[src/hdl/touch_sync_pkg.sv]
// Purpose: shared constants and carriers for the touch sync output timing block
// Assumes: registers are addressed by command page and 8-bit command address
// Notes:   field positions and defaults are kept here, the logic uses names only
// ==========================================================================
// package
package touch_sync_pkg;
  // ========================================================================
  // command page and register addresses
  localparam logic [7:0] SYNC_PAGE        = 8'h04;  // page that holds the sync bank
  localparam logic [7:0] FUNC_ENABLE_CODE = 8'h01;  // page 1 enabling value
  localparam logic [7:0] ADDR_MODE_CFG    = 8'h27;  // touch_sync_mode_config
  localparam logic [7:0] ADDR_LS_DELAY    = 8'h28;  // line_sync_delay
  localparam logic [7:0] ADDR_LS_HIGH     = 8'h29;  // line_sync_high_width
  localparam logic [7:0] ADDR_EN_POL      = 8'h2A;  // sync_output_enable_polarity
  // ========================================================================
  // reset values
  localparam logic [7:0] RST_MODE_CFG     = 8'h00;
  localparam logic [7:0] RST_LS_DELAY     = 8'h05;
  localparam logic [7:0] RST_LS_HIGH      = 8'h19;
  localparam logic [7:0] RST_EN_POL       = 8'hF0;
  localparam logic [7:0] EN_POL_RW_MASK   = 8'hF2;  // bits 3, 2 and 0 read as zero; bit 1 is stored as written
  // ========================================================================
  // field positions
  localparam int MODE_HI = 7;                       // sync_output_mode [7:6]
  localparam int MODE_LO = 6;
  localparam int FDLY_HI = 5;                       // frame_sync_line_delay [5:4]
  localparam int FDLY_LO = 4;
  localparam int LSAP_HI = 3;                       // line_sync_active_period_sel [3:2]
  localparam int LSAP_LO = 2;
  localparam int SRC_BIT = 1;                       // line_sync_source_sel
  localparam int FSW_BIT = 0;                       // frame_sync_width_option
  localparam int VS_EN_BIT  = 7;                    // frame_sync_output_enable
  localparam int HS_EN_BIT  = 6;                    // line_sync_output_enable
  localparam int VS_POL_BIT = 5;                    // frame_sync_polarity
  localparam int HS_POL_BIT = 4;                    // line_sync_polarity
  // ========================================================================
  // encodings and timing
  localparam logic [1:0] MODE_OFF    = 2'h0;
  localparam logic [1:0] MODE_VPORCH = 2'h1;
  localparam logic [1:0] MODE_ADJUST = 2'h2;
  localparam logic [1:0] MODE_VHPORCH = 2'h3;
  localparam logic [1:0] LSAP_ALL    = 2'h0;
  localparam logic [1:0] LSAP_ACT    = 2'h1;
  localparam logic [1:0] LSAP_PORCH  = 2'h2;
  localparam int OP_CLK_PERIOD_NS = 32;             // operating_clock_period
  localparam logic [2:0] FS_W_NORMAL = 3'h1;        // frame pulse widths in lines
  localparam logic [2:0] FS_W_ON     = 3'h3;
  localparam logic [2:0] FS_W_OFF    = 3'h2;
  localparam logic [2:0] FL_CNT_MAX  = 3'h7;
  // ========================================================================
  // carriers
  typedef struct packed {
    logic       wr;                                 // one-cycle write strobe
    logic       rd;                                 // one-cycle read strobe
    logic [7:0] page;                               // current command page
    logic [7:0] addr;                               // command address
    logic [7:0] wdata;                              // parameter byte
  } reg_req_t;
  typedef struct packed {
    logic op_tick;                                  // one pulse per operating clock
    logic line_start;                               // pulse at start of each line
    logic vertical_back_porch;                                      // vertical_back_porch level
    logic vertical_front_porch;                                      // vertical_front_porch level
    logic active_line_period;                                     // active_line_period level
    logic hporch;                                   // horizontal front or back porch
    logic prebuf_src;                               // pre-buffer source timing
    logic display_on;                               // display on state
  } disp_timing_t;
  typedef enum logic [1:0] {
    LS_IDLE  = 2'b00,
    LS_DELAY = 2'b01,
    LS_HIGH  = 2'b10
  } ls_state_t;
endpackage : touch_sync_pkg

[src/hdl/touch_sync_output_timing.sv]
// Purpose: frame and line sync pulses for an external touch controller
// Assumes: timing inputs come from the display timing generator on clk_i
// Notes:   line widths and delays count operating clock ticks, not clk_i cycles; frame ones count lines
`timescale 1ns/10ps
`default_nettype none
module touch_sync_output_timing (
  // clock and reset
  input  wire logic                        clk_i,
  input  wire logic                        rst_n_i,
  // register access from the command decoder
  input  wire touch_sync_pkg::reg_req_t    reg_req_i,
  input  wire logic [7:0]                  page1_sync_enable_i,
  output logic [7:0]                       rd_data_o,
  output logic                             rd_valid_o,
  // display timing
  input  wire touch_sync_pkg::disp_timing_t tmg_i,
  // touch controller pins
  output logic                             frame_sync_output_o,
  output logic                             line_sync_output_o
);
  import touch_sync_pkg::*;

  // ==========================================================================
  // register bank
  logic [7:0] mode_cfg_r,  mode_cfg_nxt;   // touch_sync_mode_config
  logic [7:0] ls_delay_r,  ls_delay_nxt;   // line_sync_delay
  logic [7:0] ls_high_r,   ls_high_nxt;    // line_sync_high_width
  logic [7:0] en_pol_r,    en_pol_nxt;     // sync_output_enable_polarity
  logic [7:0] rd_data_nxt;                 // read answer
  logic       rd_valid_nxt;                // read answer strobe
  logic       page_hit;                    // access aimed at the sync page

  // access is never gated by sleep or idle state
  always_comb begin
    page_hit     = (reg_req_i.page == SYNC_PAGE);
    mode_cfg_nxt = mode_cfg_r;
    ls_delay_nxt = ls_delay_r;
    ls_high_nxt  = ls_high_r;
    en_pol_nxt   = en_pol_r;
    rd_data_nxt  = rd_data_r_hold();
    rd_valid_nxt = 1'b0;
    if (reg_req_i.wr && page_hit) begin
      case (reg_req_i.addr)
        ADDR_MODE_CFG: mode_cfg_nxt = reg_req_i.wdata;
        ADDR_LS_DELAY: ls_delay_nxt = reg_req_i.wdata;
        ADDR_LS_HIGH:  ls_high_nxt  = reg_req_i.wdata;
        ADDR_EN_POL:   en_pol_nxt   = reg_req_i.wdata & EN_POL_RW_MASK;
        default: ;                                   // other addresses belong elsewhere
      endcase
    end
    if (reg_req_i.rd && page_hit) begin
      rd_valid_nxt = 1'b1;
      case (reg_req_i.addr)
        ADDR_MODE_CFG: rd_data_nxt = mode_cfg_r;
        ADDR_LS_DELAY: rd_data_nxt = ls_delay_r;
        ADDR_LS_HIGH:  rd_data_nxt = ls_high_r;
        ADDR_EN_POL:   rd_data_nxt = en_pol_r;
        default:       rd_data_nxt = 8'h00;          // unmapped reads as zero
      endcase
    end
  end

  // keeps the last answer on the pins between reads
  function automatic logic [7:0] rd_data_r_hold();
    return rd_data_o;
  endfunction : rd_data_r_hold

  // register the bank and the read answer
  always_ff @(posedge clk_i) begin
    if (!rst_n_i) begin
      mode_cfg_r <= RST_MODE_CFG;
      ls_delay_r <= RST_LS_DELAY;
      ls_high_r  <= RST_LS_HIGH;
      en_pol_r   <= RST_EN_POL;
      rd_data_o  <= 8'h00;
      rd_valid_o <= 1'b0;
    end else begin
      mode_cfg_r <= mode_cfg_nxt;
      ls_delay_r <= ls_delay_nxt;
      ls_high_r  <= ls_high_nxt;
      en_pol_r   <= en_pol_nxt;
      rd_data_o  <= rd_data_nxt;
      rd_valid_o <= rd_valid_nxt;
    end
  end

  // ==========================================================================
  // field decode
  logic [1:0] sync_output_mode;
  logic [1:0] frame_sync_line_delay;
  logic [1:0] line_sync_active_period_sel;
  logic       line_sync_source_sel;
  logic       frame_sync_width_option;
  logic       frame_sync_output_enable;
  logic       line_sync_output_enable;
  logic       frame_sync_polarity;
  logic       line_sync_polarity;
  logic       func_en;                     // page 1 enabling value present
  logic [7:0] high_eff;                    // high width, reserved zero acts as one

  assign sync_output_mode            = mode_cfg_r[MODE_HI:MODE_LO];
  assign frame_sync_line_delay       = mode_cfg_r[FDLY_HI:FDLY_LO];
  assign line_sync_active_period_sel = mode_cfg_r[LSAP_HI:LSAP_LO];
  assign line_sync_source_sel        = mode_cfg_r[SRC_BIT];
  assign frame_sync_width_option     = mode_cfg_r[FSW_BIT];
  assign frame_sync_output_enable    = en_pol_r[VS_EN_BIT];
  assign line_sync_output_enable     = en_pol_r[HS_EN_BIT];
  assign frame_sync_polarity         = en_pol_r[VS_POL_BIT];
  assign line_sync_polarity          = en_pol_r[HS_POL_BIT];
  assign func_en  = (page1_sync_enable_i == FUNC_ENABLE_CODE);
  // a zero width would never end the pulse, so it is clamped
  assign high_eff = (ls_high_r == 8'h00) ? 8'h01 : ls_high_r;

  // ==========================================================================
  // line sync generator
  ls_state_t  ls_state_r, ls_state_nxt;    // generator phase
  logic [7:0] ls_cnt_r,   ls_cnt_nxt;      // operating clocks in this phase

  // restart on every line, count only operating clock ticks
  always_comb begin
    ls_state_nxt = ls_state_r;
    ls_cnt_nxt   = ls_cnt_r;
    if (tmg_i.line_start) begin
      ls_cnt_nxt   = 8'h00;
      ls_state_nxt = (ls_delay_r == 8'h00) ? LS_HIGH : LS_DELAY;
    end else if (tmg_i.op_tick) begin
      case (ls_state_r)
        LS_DELAY: begin
          ls_cnt_nxt = ls_cnt_r + 8'h01;
          if (ls_cnt_nxt == ls_delay_r) begin
            ls_cnt_nxt   = 8'h00;
            ls_state_nxt = LS_HIGH;
          end
        end
        LS_HIGH: begin
          ls_cnt_nxt = ls_cnt_r + 8'h01;
          if (ls_cnt_nxt == high_eff) begin
            ls_cnt_nxt   = 8'h00;
            ls_state_nxt = LS_IDLE;
          end
        end
        LS_IDLE: ;                                // wait for the next line
        default: ls_state_nxt = LS_IDLE;
      endcase
    end
  end

  // register the generator
  always_ff @(posedge clk_i) begin
    if (!rst_n_i) begin
      ls_state_r <= LS_IDLE;
      ls_cnt_r   <= 8'h00;
    end else begin
      ls_state_r <= ls_state_nxt;
      ls_cnt_r   <= ls_cnt_nxt;
    end
  end

  // ==========================================================================
  // frame sync generator
  logic [2:0] fl_cnt_r,    fl_cnt_nxt;     // lines since back porch start
  logic       vbp_seen_r,  vbp_seen_nxt;   // first back porch line taken
  logic       fr_valid_r,  fr_valid_nxt;   // a back porch has been seen
  logic [2:0] fs_width_r,  fs_width_nxt;   // width for this frame in lines
  logic       pend_on_r,   pend_on_nxt;    // display turned on, not yet framed
  logic       pend_off_r,  pend_off_nxt;   // display turned off, not yet framed
  logic       disp_on_d_r, disp_on_d_nxt;  // display state one cycle ago
  logic       vbp_first;                   // line start on first back porch line
  logic [3:0] fs_end;                      // line count where the pulse ends

  always_comb begin
    vbp_first     = tmg_i.line_start && tmg_i.vertical_back_porch && !vbp_seen_r;
    fl_cnt_nxt    = fl_cnt_r;
    vbp_seen_nxt  = tmg_i.vertical_back_porch ? (vbp_seen_r || vbp_first) : 1'b0;
    fr_valid_nxt  = fr_valid_r || vbp_first;
    fs_width_nxt  = fs_width_r;
    disp_on_d_nxt = tmg_i.display_on;
    pend_on_nxt   = pend_on_r;
    pend_off_nxt  = pend_off_r;
    // align the line count to the first back porch line
    if (vbp_first) begin
      fl_cnt_nxt   = 3'h0;
      fs_width_nxt = FS_W_NORMAL;
      if (frame_sync_width_option && pend_on_r) begin
        fs_width_nxt = FS_W_ON;
      end else if (frame_sync_width_option && pend_off_r) begin
        fs_width_nxt = FS_W_OFF;
      end
      pend_on_nxt  = 1'b0;
      pend_off_nxt = 1'b0;
    end else if (tmg_i.line_start && fl_cnt_r != FL_CNT_MAX) begin
      fl_cnt_nxt = fl_cnt_r + 3'h1;
    end
    // a transition seen in the consuming cycle survives: set wins
    if (tmg_i.display_on && !disp_on_d_r) begin
      pend_on_nxt  = 1'b1;
      pend_off_nxt = 1'b0;
    end else if (!tmg_i.display_on && disp_on_d_r) begin
      pend_off_nxt = 1'b1;
      pend_on_nxt  = 1'b0;
    end
  end

  // register the frame generator
  always_ff @(posedge clk_i) begin
    if (!rst_n_i) begin
      fl_cnt_r    <= FL_CNT_MAX;
      vbp_seen_r  <= 1'b0;
      fr_valid_r  <= 1'b0;
      fs_width_r  <= FS_W_NORMAL;
      pend_on_r   <= 1'b0;
      pend_off_r  <= 1'b0;
      disp_on_d_r <= 1'b0;
    end else begin
      fl_cnt_r    <= fl_cnt_nxt;
      vbp_seen_r  <= vbp_seen_nxt;
      fr_valid_r  <= fr_valid_nxt;
      fs_width_r  <= fs_width_nxt;
      pend_on_r   <= pend_on_nxt;
      pend_off_r  <= pend_off_nxt;
      disp_on_d_r <= disp_on_d_nxt;
    end
  end

  // ==========================================================================
  // output selection
  logic fs_pulse;                          // adjustable frame pulse
  logic ls_gate;                           // line sync allowed in this line
  logic fs_raw;                            // frame level before polarity
  logic ls_raw;                            // line level before polarity
  logic fs_nxt;
  logic ls_nxt;

  // polarity one passes the level, zero inverts it
  function automatic logic apply_pol(input logic lvl, input logic pol);
    return pol ? lvl : ~lvl;
  endfunction : apply_pol

  always_comb begin
    fs_end   = {1'b0, frame_sync_line_delay} + {1'b0, fs_width_r};
    fs_pulse = fr_valid_r && ({1'b0, fl_cnt_r} >= {2'b00, frame_sync_line_delay})
               && ({1'b0, fl_cnt_r} < fs_end);
    case (line_sync_active_period_sel)
      LSAP_ALL:   ls_gate = tmg_i.active_line_period || tmg_i.vertical_front_porch || tmg_i.vertical_back_porch;
      LSAP_ACT:   ls_gate = tmg_i.active_line_period;
      LSAP_PORCH: ls_gate = tmg_i.vertical_front_porch || tmg_i.vertical_back_porch;
      default:    ls_gate = 1'b0;                                // reserved
    endcase
    case (sync_output_mode)
      MODE_VPORCH: begin
        fs_raw = tmg_i.vertical_front_porch || tmg_i.vertical_back_porch;
        ls_raw = 1'b0;
      end
      MODE_ADJUST: begin
        fs_raw = fs_pulse;
        ls_raw = ls_gate && (line_sync_source_sel ? (ls_state_r == LS_HIGH)
                                                  : tmg_i.prebuf_src);
      end
      MODE_VHPORCH: begin
        fs_raw = tmg_i.vertical_front_porch || tmg_i.vertical_back_porch;
        ls_raw = tmg_i.hporch;
      end
      default: begin
        fs_raw = 1'b0;
        ls_raw = 1'b0;
      end
    endcase
    // gated levels rest at the inactive level of their polarity
    fs_nxt = apply_pol(fs_raw && func_en && frame_sync_output_enable,
                       frame_sync_polarity);
    ls_nxt = apply_pol(ls_raw && func_en && line_sync_output_enable,
                       line_sync_polarity);
  end

  // output flops
  always_ff @(posedge clk_i) begin
    if (!rst_n_i) begin
      frame_sync_output_o <= 1'b0;
      line_sync_output_o  <= 1'b0;
    end else begin
      frame_sync_output_o <= fs_nxt;
      line_sync_output_o  <= ls_nxt;
    end
  end
endmodule : touch_sync_output_timing
`default_nettype wire

[config.mk]
export PLATFORM = sky130hd
export DESIGN_NAME = touch_sync_output_timing
export DESIGN_NICKNAME = d
export VERILOG_FILES = /design/src/hdl/touch_sync_pkg.sv /design/src/hdl/touch_sync_output_timing.sv
export SDC_FILE = /design/constraint.sdc
export NUM_CORES = 1
export LEC_CHECK = 0
export BUFFER_PORTS_ARGS = -buffer_cell sky130_fd_sc_hd__buf_2
export CORE_UTILIZATION = 56
export CTS_CLUSTER_SIZE = 14
export DETAILED_ROUTE_END_ITERATION = 16
export PLACE_DENSITY = 0.79
export SLEW_MARGIN = 20
export SYNTH_ARGS = -nofsm -noshare
export SYNTH_HDL_FRONTEND = slang
export SYNTH_SLANG_ARGS = --single-unit
[constraint.sdc]
create_clock -name clk_i -period 2.5 [get_ports clk_i]
set_input_delay 0.125 -clock clk_i [delete_from_list [all_inputs] [get_ports clk_i]]
set_output_delay 0.125 -clock clk_i [all_outputs]
set_load 0.02 [all_outputs]
Word level (Yosys, flattened, before mapping)
Index checks and enable logic that the tools add are counted.
{"block": "totals", "ff_bits": 61, "input_bits": 44, "word_cells": 113}
{"block": "op_classes", "n_addsub": 3, "n_lt_le_gt_ge": 2, "eq_ne": 19, "mux": 26, "bitwise_logic": 3, "reduce_logical": 43}
{"operator": "$eq A8 B6 Y1 const B", "count": 4}
{"operator": "$pmux W8 S4", "count": 1}
{"operator": "$mux W8", "count": 3}
{"operator": "$eq A8 B8 Y1", "count": 2}
{"operator": "$logic_and A1 B1 Y1", "count": 16}
{"operator": "$logic_not A8 Y1", "count": 2}
{"operator": "$pmux W8 S2", "count": 1}
{"operator": "$mux W2", "count": 7}
{"operator": "$reduce_and A2 Y1", "count": 6}
{"operator": "$ne A3 B3 Y1 const B", "count": 3}
{"operator": "$add A8 B1 Y8 const B", "count": 1}
{"operator": "$eq A2 B2 Y1 const B", "count": 4}
{"operator": "$eq A8 B1 Y1 const B", "count": 1}
{"operator": "$eq A8 B3 Y1 const B", "count": 1}
{"operator": "$mux W1", "count": 8}
{"operator": "$reduce_bool A2 Y1", "count": 4}
{"operator": "$eq A2 B1 Y1 const B", "count": 3}
{"operator": "$mux W3", "count": 2}
{"operator": "$pmux W2 S3", "count": 1}
{"operator": "$reduce_or A2 Y1", "count": 3}
{"operator": "$logic_or A1 B1 Y1", "count": 5}
{"operator": "$add A2 B3 Y4", "count": 1}
{"operator": "$logic_not A2 Y1", "count": 2}
{"operator": "$lt A3 B4 Y1", "count": 1}
{"operator": "9 further kinds", "count": 14}

Longest topological paths before layout
Gate-level depths: netlist (run 1).
{"block": "logic_depth", "depth_word": 9, "ltp_mapped": 9, "depth_no_buf": 9}

Worst setup path before layout (run 1)
Ideal clock, no wire load.
{"block": "synth_path", "kind": "flip-flop to flip-flop", "start": "register mode_cfg_r[4]", "end": "register frame_sync_output_o", "setup_ns": 0.128, "t_arrival_ns": 2.102, "t_required_ns": 2.372, "setup_slack_ns": 0.271, "path_stages_with_launch": 10, "n_path_buf": 0, "cell_sequence": "dfxtp_1 -> ha_1 -> fa_1 -> inv_1 -> ha_1 -> a21o_1 -> a2111oi_0 -> o211ai_1 -> xnor2_1 -> nor2_1"}
{"block": "synth_via", "elab_chain_cells": 8, "word_cells_on_any_way": 10, "cone_classes": "1 x add/sub; 2 x order compare; 2 x mux; 1 x bitwise; 4 x reduce/logical"}
{"element": "start, declared", "line": "touch_sync_output_timing.sv:25", "rtl": "logic [7:0] mode_cfg_r, mode_cfg_nxt;"}
{"element": "start signal, assigned", "line": "touch_sync_output_timing.sv:78", "rtl": "mode_cfg_r <= mode_cfg_nxt;"}
{"element": "$add A2 B3 Y4 or $ge A3 B2 Y1 (tied branches)", "line": "touch_sync_output_timing.sv:240, touch_sync_output_timing.sv:241"}
{"element": "$lt A3 B4 Y1 or $logic_and A1 B1 Y1 (tied branches)", "line": "touch_sync_output_timing.sv:242, touch_sync_output_timing.sv:241"}
{"element": "$logic_and A1 B1 Y1 (*)", "line": "touch_sync_output_timing.sv:242", "rtl": "&& ({1'b0, fl_cnt_r} < fs_end);"}
{"element": "$pmux W1 S2 (*)", "line": "touch_sync_output_timing.sv:249", "rtl": "case (sync_output_mode)"}
{"element": "$logic_and A1 B1 Y1 (*) (2 in a row)", "line": "touch_sync_output_timing.sv:269", "rtl": "fs_nxt = apply_pol(fs_raw && func_en && frame_sync_output_enable,"}
{"element": "$not A1 Y1", "line": "touch_sync_output_timing.sv:236", "rtl": "return pol ? lvl : ~lvl;"}
{"element": "$mux W1 (*)", "line": "touch_sync_output_timing.sv:236"}
{"element": "end signal, assigned", "line": "touch_sync_output_timing.sv:281", "rtl": "frame_sync_output_o <= fs_nxt;"}
{"element": "end, declared", "line": "touch_sync_output_timing.sv:18", "rtl": "output logic frame_sync_output_o,"}
Mark *: on every way between the ends. The rest lies on a longest branch, timed or not.
A chain may end at the register's enable or synchronous reset.

Final worst setup path (run 1)
{"block": "layout_path", "start": "register ls_cnt_r[0]", "end": "register ls_state_r[0]"}
{"block": "layout_via", "elab_chain_cells": 4, "word_cells_on_any_way": 6, "cone_classes": "1 x add/sub; 4 x eq/ne; 1 x reduce/logical"}
{"element": "start, declared", "line": "touch_sync_output_timing.sv:117", "rtl": "logic [7:0] ls_cnt_r, ls_cnt_nxt;"}
{"element": "start signal, assigned", "line": "touch_sync_output_timing.sv:155", "rtl": "ls_cnt_r <= ls_cnt_nxt;"}
{"element": "$add A8 B1 Y8 (*)", "line": "touch_sync_output_timing.sv:129, touch_sync_output_timing.sv:136"}
{"element": "$eq A8 B8 Y1 (on tied branches)", "line": "touch_sync_output_timing.sv:137, touch_sync_output_timing.sv:130"}
{"element": "$ne A3 B3 Y1 (no source line)"}
{"element": "$reduce_and A4 Y1 (no source line) (*)"}
{"element": "end signal, assigned", "line": "touch_sync_output_timing.sv:154", "rtl": "ls_state_r <= ls_state_nxt;"}
{"element": "end, declared", "line": "touch_sync_output_timing.sv:116", "rtl": "ls_state_t ls_state_r, ls_state_nxt;"}
Marked as above.

==> results.md, run 1 <==
- H-tree depth: 3
- Layout cells sized above 1: 21.32%
- Top Ports: 55
- Global Route Usage Sum: 29.14%
- Postcts setup bufs: 0
- Max_cap viols: 0
- Final Skew: 0.008480 ns
- Final #Nets: 492
- Die Wd: 79.24 µm
- Post-Syn Area: 3341 µm²
- WP data arrival: 2.61 ns
- Yosys top cell area share: around 36%
- Initial DRC count: 281
- Min Tclk post-route: 2.381 ns
- Synth Register Bits: 60
- Cts hold-fix bufs: 0
- Vias after detailed routing: 3111
- GRT overflow: 0
- YS warnings: 0
- Final setup fails: 0
- RSZ-0062 raised after global routing: false
- Vias in the first global route: between 2000 and 3000
- Diodes inserted: 0
- Core Region: 5642 µm²
- Post-route setup TNS: 0 ns
- Drt wl/cell: roughly 17 µm
- Syn avg cell area: 8.791 µm²
- First drt pass iteration count: 5
- Root Buffer: clkbuf_8
- Die area: 6278 µm²
- Post-route ant nets: 0
- Post-Route WL: 8528 µm
- Crit start category: flip-flop
- Initial Utilization: 59.21%
- Critical path fanouts, max: 10
- GPL Wtd Cong: between 0.9 and 1
- Pin count of the biggest net entering global routing: 36
- Final Core Density: 69.79%
- Top_reg_cell synth: dfxtp_1
- Post-Syn Nets: 436
- Die height: about 79 µm
- Synth area leader: dfxtp_1
- Largest cells by area after synthesis: dfxtp_1, mux2i_1, nor2_1, ha_1, xnor2_1
- Min-Delay Path Class: input port to flip-flop
- Critical Path RT: 2.73 ns
- Setup CP Type: flip-flop to flip-flop
- Syn Inst Count: 380
- CTS tree: built
- Port buffer count: 54
- First-pass GRT wire length: approximately 14000 µm
- Critical-path cell list: nand4_4 -> or4_1 -> a211oi_2 -> nand3_1 -> a221o_1 -> a32o_1
- Number of CTS-inserted buffers: 9
- P_leak: 0.001523 µW
- Post-synthesis cell type count: 58
- Crit. End Element: flip-flop
- Clk_lat worst skew: roughly 0.34 ns
- Peak supply drop: between 0.0003 and 0.0004 V
- Status: completed
- EDFF count, synth: 0
- Final hold violation count: 0
- # resized after CTS: 0
- CP peak stage delay: between 0.5 and 0.6 ns
- Post-synthesis sequential area ratio: 35.96%
- Crit share post-route: 95.25%
- Final Slew Violations: 0
- PD cells: between 500 and 600 nW/µm²
- Fmax: ~420 MHz
- Slowest cell on crit path: or4_1
- Slew at the pin closest to its max-slew limit: 0.5666 ns
- Clock edge transition at the registers on the reported setup and hold paths: 0.07 ns
- Initial antenna violation count: 0
- Site row count: 27
- P&R area growth vs syn: 17.87%
- Sink Count: 60
- Via/cell ratio: 6.064
- Drt drc: 0
- Post-DP HPWL: 6354 µm
- Slew HR: 61.69%
- Fraction of registers with async set/reset: 0%
- Max Buffers Root-to-Sink: 2
critical path, delay by kind of cell, from the launching register on:
kind / cells / cell delay, ns
flip-flops: 1 / 0.54
AND/OR/NAND/NOR: 3 / 0.86
AO/OA/AOI/OAI: 3 / 0.87
path summary, 6_finish.rpt:
| check | startpoint | endpoint | slack (ns) | cells past startpoint |
|---|---|---|---|---|
| max reg2reg | ls_cnt_r[0] | ls_state_r[0] | 0.12 | 6 |
| min | tmg_i[0] | disp_on_d_r | 0.02 | 2 |
| min reg2reg | fr_valid_r | fr_valid_r | 0.48 | 2 |
| max | ls_cnt_r[0] | ls_state_r[0] | 0.12 | 6 |
kinds of logic after synthesis:
kind of cell    after synthesis  synth area share, %
compound gates               66                15.21
xor+xnor                     22                6.180
fa+ha+maj                    12                4.719
buf+inv                      34                4.269
flops                        60                35.95
mux                          33                9.925
simple gates                153                23.74
placed cells by master, fill, tap and decap left out, types with 3 or more instances in the layout:
cell / n
a32oi_1: 3
o211ai_1: 8
a21oi_1: 6
mux2i_1: 32
a221oi_1: 5
clkbuf_8: 12
and2_1: 4
xnor2_1: 15
and3_1: 9
a311oi_1: 3
nand2_1: 33
buf_2: 54
nor2_1: 48
nand2b_1: 6
o221ai_1: 3
nand3_1: 11
nor3_1: 9
o21ai_0: 10
a22oi_1: 7
buf_4: 13
xor2_1: 6
or2_2: 3
inv_1: 11
a211oi_1: 7
nand4_1: 4
ha_1: 11
nor4_1: 5
dfxtp_1: 60
cell type report:
type / instances / area (µm²)
multi-input combinational: 286 / 1997
fill: 460 / 1704
sequential: 60 / 1201
timing repair buffer: 67 / 367.9
clock buffer: 13 / 168.9
tap: 72 / 90.09
clock inverter: 3 / 67.56
inverter: 12 / 45.04
registers in the layout, summed over array words and instances (netlist names), 3 cells and up:
name / count
ls_high_r: 8
fl_cnt_r: 3
en_pol_r: 5
ls_cnt_r: 8
mode_cfg_r: 8
rd_data_o: 8
ls_delay_r: 8
routing by layer:
layer / track usage [%] / wire length [µm] / vias to the layer above / share of wire, %
li1: - / - / 1492 / -
met1: 38.69 / 3925 / 1449 / 46
met2: 45.95 / 3912 / 151 / 46
met3: 6.437 / 548 / 19 / 6.4
met4: 11.09 / 142 / 0 / 1.7
met5: 0 / 0 / - / 0
synth_stat cells, types with 3 or more instances:
library cell and number:
dfxtp_1 60, nor2_1 48, nand2_1 33, mux2i_1 32, xnor2_1 15, clkbuf_1 14
ha_1 11, inv_1 11, nand3_1 11, o21ai_0 10, and3_1 9, nor3_1 9
o211ai_1 8, a211oi_1 7, a22oi_1 7, a21oi_1 6, buf_2 6, nand2b_1 6
xor2_1 6, a221oi_1 5, nor4_1 5, and2_1 4, nand4_1 4, a311oi_1 3
a32oi_1 3, o221ai_1 3, or2_2 3
power breakdown:
group / total (µW) / internal (µW) / switching [µW]
registers: 991 / 973 / 17.5
logic: 184 / 83.5 / 101
clock network: 1020 / 644 / 377
total: 2200 / 1700 / 496
through the flow:
stage	hold WS, ns	power, µW	instance area (µm²)	std cells	setup WS [ns]
floorplan	0.2467	1118	3341	380	0.2707
global placement	0.3520	1188	3701	497	0.1877
detailed placement	0.3590	1195	3701	497	0.1396
CTS	0.003611	2209	3938	513	0.1246
global route	0.01619	2276	3938	513	0.01879
finish	0.01886	2196	3938	513	0.1188
Power figures use the tool's default switching activity.
==> run 2, diff against run 1 <==
--- a/config.mk
+++ b/config.mk
@@ -9,7 +9,7 @@
 export CORE_UTILIZATION = 56
 export CTS_CLUSTER_SIZE = 14
 export DETAILED_ROUTE_END_ITERATION = 16
-export PLACE_DENSITY = 0.79
+export PLACE_DENSITY = 0.83
 export SLEW_MARGIN = 20
 export SYNTH_ARGS = -nofsm -noshare
 export SYNTH_HDL_FRONTEND = slang
==> results.md, run 2 (synthesized netlist as in run 1, its figures left out) <==
- Hold path cells: 3
- Slowest cell on crit path: fa_1
- Post-Route WL: 8634 µm
- CTS tree: built
- Critical-path cell list: ha_1 -> fa_1 -> inv_1 -> ha_1 -> a21o_1 -> a2111oi_1 -> o211ai_1 -> xnor2_1 -> nor2_1
- Clock edge transition at the registers on the reported setup and hold paths: ~0.070 ns
- Register Area: around 1200 µm²
- Clk_lat worst skew: 0.35 ns
- R2R Path Start: mode_cfg_r[4]
- Final hold violation count: 0
- Crit. End Element: flip-flop
- Most common cell after layout, fill and taps aside: dfxtp_1
- Post-DP HPWL: 6228 µm
- Die Wd: 79.24 µm
- Final Slew Violations: 0
- Pwr Total: 2097 µW
- Area post-placement: 3686 µm²
- Max_cap viols: 0
- Diodes inserted: 0
- RSZ-0062 raised after global routing: false
- Final Skew: 0.008019 ns
- Crit share post-route: 95.35%
- Most common cell on crit path: ha_1
- Vias in the first global route: 2940
- Most frequent cells in the layout: dfxtp_1, buf_2, nor2_1
- Peak supply drop: 0.0004779 V
- Post-route setup TNS: 0 ns
- Core Region: about 5600 µm²
- Via/cell ratio: 6.039
- P_leak: ~0.0015 µW
- Die area: 6278 µm²
- Drt wl/cell: 16.83 µm
- Reg2reg end: frame_sync_output_o
- Multi-input logic area: roughly 2000 µm²
- Final Non-Filler Cells: 513
- Worst R2R Setup Slack: 0.12 ns
- Slew at the pin closest to its max-slew limit: 0.6257 ns
- Worst R2R Path Depth: 9
- GRT overflow: 0
- Drt drc: 0
- First drt pass iteration count: 4
- Critical path fanouts, max: 4
- GPL Wtd Cong: 0.9331
- Vias after detailed routing: 3098
- Final instance area: 3910 µm²
- Pin count of the biggest net entering global routing: 36
- H-tree depth: 3
- Die height: just under 80 µm
- Min Tclk post-route: 2.384 ns
- Status: completed
- Port buffer count: 54
- Setup CP Type: flip-flop to flip-flop
- Fmax: 419.5 MHz
- Layout cells sized above 1: 20.86%
- PD cells: 536.3 nW/µm²
- HP Start: reg_req_i[2]
- Crit start category: flip-flop
- Max Buffers Root-to-Sink: 2
- Initial antenna violation count: 0
- Initial DRC count: 217
- P&R area growth vs syn: 17.04%
- Final Core Density: roughly 69%
- Top Ports: 55
- Critical Path RT: about 2.7 ns
- Post-route ant nets: 0
- Slew HR: between 50% and 60%
- Final setup fails: 0
- FILL cells: 434
- Hold EP: ls_delay_r[2]
- CP peak stage delay: about 0.48 ns
- Final #Nets: 492
- Min-Delay Path Class: input port to flip-flop
- Initial Utilization: 59.21%
- DP Cell Count: between 400 and 500
- Global Route Usage Sum: a little under 30%
- Root Buffer: clkbuf_8
- First-pass GRT wire length: around 14000 µm
- WP data arrival: around 2.6 ns
- Sink Count: 60
- Site row count: 27
- Number of CTS-inserted buffers: 9
-- run 2: cell types whose count changed in the layout (fill, tap and decap cells not counted) --
cell	delta
a2111oi_1	+1
dlygate4sd3_1	+2
a2111oi_0	-1
clkinv_2	+2
bufinv_16	-1
buf_4	-2
clkbuf_8	-1
-- run 2: cell type report --
class                      instances  area share (%)
multi-input combinational        286           51.10
sequential                        60           30.72
timing repair buffer              67           9.536
clock buffer                      12           3.968
tap                               72           2.304
clock inverter                     4           1.216
inverter                          12           1.152
-- run 2: worst max-delay path by stage --
stage                       start                   to  depth (start not counted)
finish              mode_cfg_r[4]  frame_sync_output_o                          9
global route        mode_cfg_r[4]  frame_sync_output_o                          9
CTS                 mode_cfg_r[4]  frame_sync_output_o                          9
detailed placement  mode_cfg_r[4]  frame_sync_output_o                          9
global placement    mode_cfg_r[4]  frame_sync_output_o                          9
floorplan           mode_cfg_r[4]  frame_sync_output_o                          9
-- run 2: timing repair --
item / 4_1_cts / 5_1_grt
resized for setup: 0 / 1
buffers inserted: 0 / 0
hold buffers: 2 / 0
hold endpoints to repair: 2 / 0
setup endpoints to repair: 0 / 1
-- run 2: power by group --
part	internal [µW]	leakage (µW)	switching, µW
logic	85.8	0.000920	103
registers	973	0.000486	19.0
clock network	512	0.000102	404
-- run 2: critical path: cells and delay by family, from the launching register on --
family | cells | cell delay (ns)
xor+xnor | 1 | 0.16
simple gates | 1 | 0.05
flops | 1 | 0.35
buf+inv | 1 | 0.04
fa+ha+maj | 3 | 0.97
compound gates | 3 | 0.70
-- run 2: routing by layer --
metal / routed length (µm) / track usage, %
met1: 3715 / 37.30
met2: 4071 / 47.84
met3: 620 / 8.621
met4: 226 / 10.91
met5: 0 / 0
-- run 2: through the flow --
stage / hold WS (ns) / setup slack, ns
floorplan: 0.2467 / 0.2707
finish: 0.02389 / 0.1163
global placement: 0.3601 / 0.2080
CTS: 0.01724 / 0.08038
global route: 0.02195 / 0.004017
detailed placement: 0.3647 / 0.09809
==> run 3, diff against run 2 <==
==> constraint.sdc (replaced) <==
create_clock -name clk_i -period 2.29 [get_ports clk_i]
set_input_delay 0.1145 -clock clk_i [delete_from_list [all_inputs] [get_ports clk_i]]
set_output_delay 0.1145 -clock clk_i [all_outputs]
set_load 0.02 [all_outputs]
==> results.md, run 3 (synthesized netlist as in run 1, its figures left out) <==
- Final Slew Violations: 0
- Clock edge transition at the registers on the reported setup and hold paths: 0.07 ns
- Initial antenna violation count: 0
- Fmax: 443.8 MHz
- Post-DP HPWL: about 6300 µm
- Detailed route wirelength on metal3: 573 µm
- Sink Count: 60
- Root Buffer: clkbuf_8
- PD cells: 534.7 nW/µm²
- Vias in the first global route: ~3000
- Global Route Usage Sum: 30.00%
- CTS tree: built
- Crit start category: flip-flop
- Top Ports: 55
- Postcts setup bufs: 0
- Critical path fanouts, max: 2
- Most common cell after layout, fill and taps aside: dfxtp_1
- Met1 WL: 3836 µm
- Clk_lat worst skew: 0.34 ns
- Layout cells sized above 1: 24.50%
- First-pass GRT wire length: between 10000 and 15000 µm
- Final hold violation count: 0
- Initial Utilization: 59.21%
- Initial DRC count: 217
- Status: completed
- Final Skew: approximately 0.008 ns
- Min Tclk post-route: 2.253 ns
- Die height: 79.24 µm
- Slew at the pin closest to its max-slew limit: 0.5632 ns
- Max_cap viols: 0
- Final Core Density: 70.55%
- First drt pass iteration count: 7
- RSZ-0062 raised after global routing: true
- Final setup fails: 0
- H-tree depth: 3
- Min-Delay Path Class: input port to flip-flop
- Via/cell ratio: 5.988
- Post-Route WL: 8941 µm
- Crit. End Element: flip-flop
- P_leak: ~0.0015 µW
- GRT overflow: 0
- Site row count: 27
- Pwr Total: approximately 2100 µW
- Hold Slack: 0.01736 ns
- Slew HR: 62.45%
- Dpl ws: -0.06377 ns
- Die area: approximately 6300 µm²
- Port buffer count: 54
- Pin count of the biggest net entering global routing: 36
- Drt drc: 0
- Peak supply drop: 0.0003766 V
- Met2 Routed Length: 4236 µm
- GPL Wtd Cong: roughly 0.9
- Post-route ant nets: 0
- Diodes inserted: 0
- Crit share post-route: a little over nine tenths
- Die Wd: 79.24 µm
- Setup CP Type: flip-flop to flip-flop
- Critical Path RT: 2.50 ns
- Core Region: 5642 µm²
- Vias after detailed routing: 3120
- P&R area growth vs syn: 19.14%
- Number of CTS-inserted buffers: 9
- Final WS setup: ~0.037 ns
- WP data arrival: 2.46 ns
- Max Buffers Root-to-Sink: 2
- Most frequent cells in the layout: dfxtp_1, buf_2, nor2_1
- Top Layer Used: met4
- Drt wl/cell: 17.16 µm
- Final #Nets: 500
-- run 3: worst max-delay path, cell delays in order (launching register included) --
cell	delay [ns]
dfxtp_2	0.34
ha_4	0.15
fa_1	0.47
inv_1	0.04
ha_1	0.26
a21o_1	0.18
a2111oi_4	0.28
o211ai_1	0.14
xnor2_1	0.18
nor2_1	0.08
-- run 3: cell type report --
class	instances	area [µm²]
Clock inverter	5	27.53
Timing Repair Buffer	75	427.9
Multi-Input combinational cell	286	2042
Inverter	12	45.04
Clock buffer	11	141.4
Fill cell	434	1662
Tap cell	72	90.09
Sequential cell	60	1206
-- run 3: through the flow --
step	setup TNS [ns]	cell area (µm²)	instances
global placement	0	3761	505
finish	0	3980	521
floorplan	0	3341	380
global route	-0.04259	3980	521
CTS	0	3936	521
detailed placement	-0.06377	3761	505
-- run 3: path summary, 6_finish.rpt --
path / slack (ns) / cells past startpoint / from / to
setup / recovery: 0.04 / 9 / mode_cfg_r[4] / frame_sync_output_o
hold / removal: 0.02 / 3 / reg_req_i[3] / ls_high_r[3]
setup reg to reg: 0.04 / 9 / mode_cfg_r[4] / frame_sync_output_o
hold reg to reg: 0.49 / 2 / fr_valid_r / fr_valid_r
-- run 3: where the power goes --
group,internal [µW],switching [µW]
combinational,94.7,117
clock,414,419
sequential,1060,20.1
-- run 3: routing by layer --
layer  up-vias  global-route usage, %
met4         0                  14.36
li1       1503                      -
met1      1455                  37.06
met5         -                      0
met3        30                  6.897
met2       132                  49.05
-- run 3: repair_timing --
action / in CTS / in global routing
endpoints found under the setup margin: 1 / 6
resized for setup: 2 / 10
gates cloned: 0 / 0
pin swaps: 3 / 2
hold buffers: 0 / 0
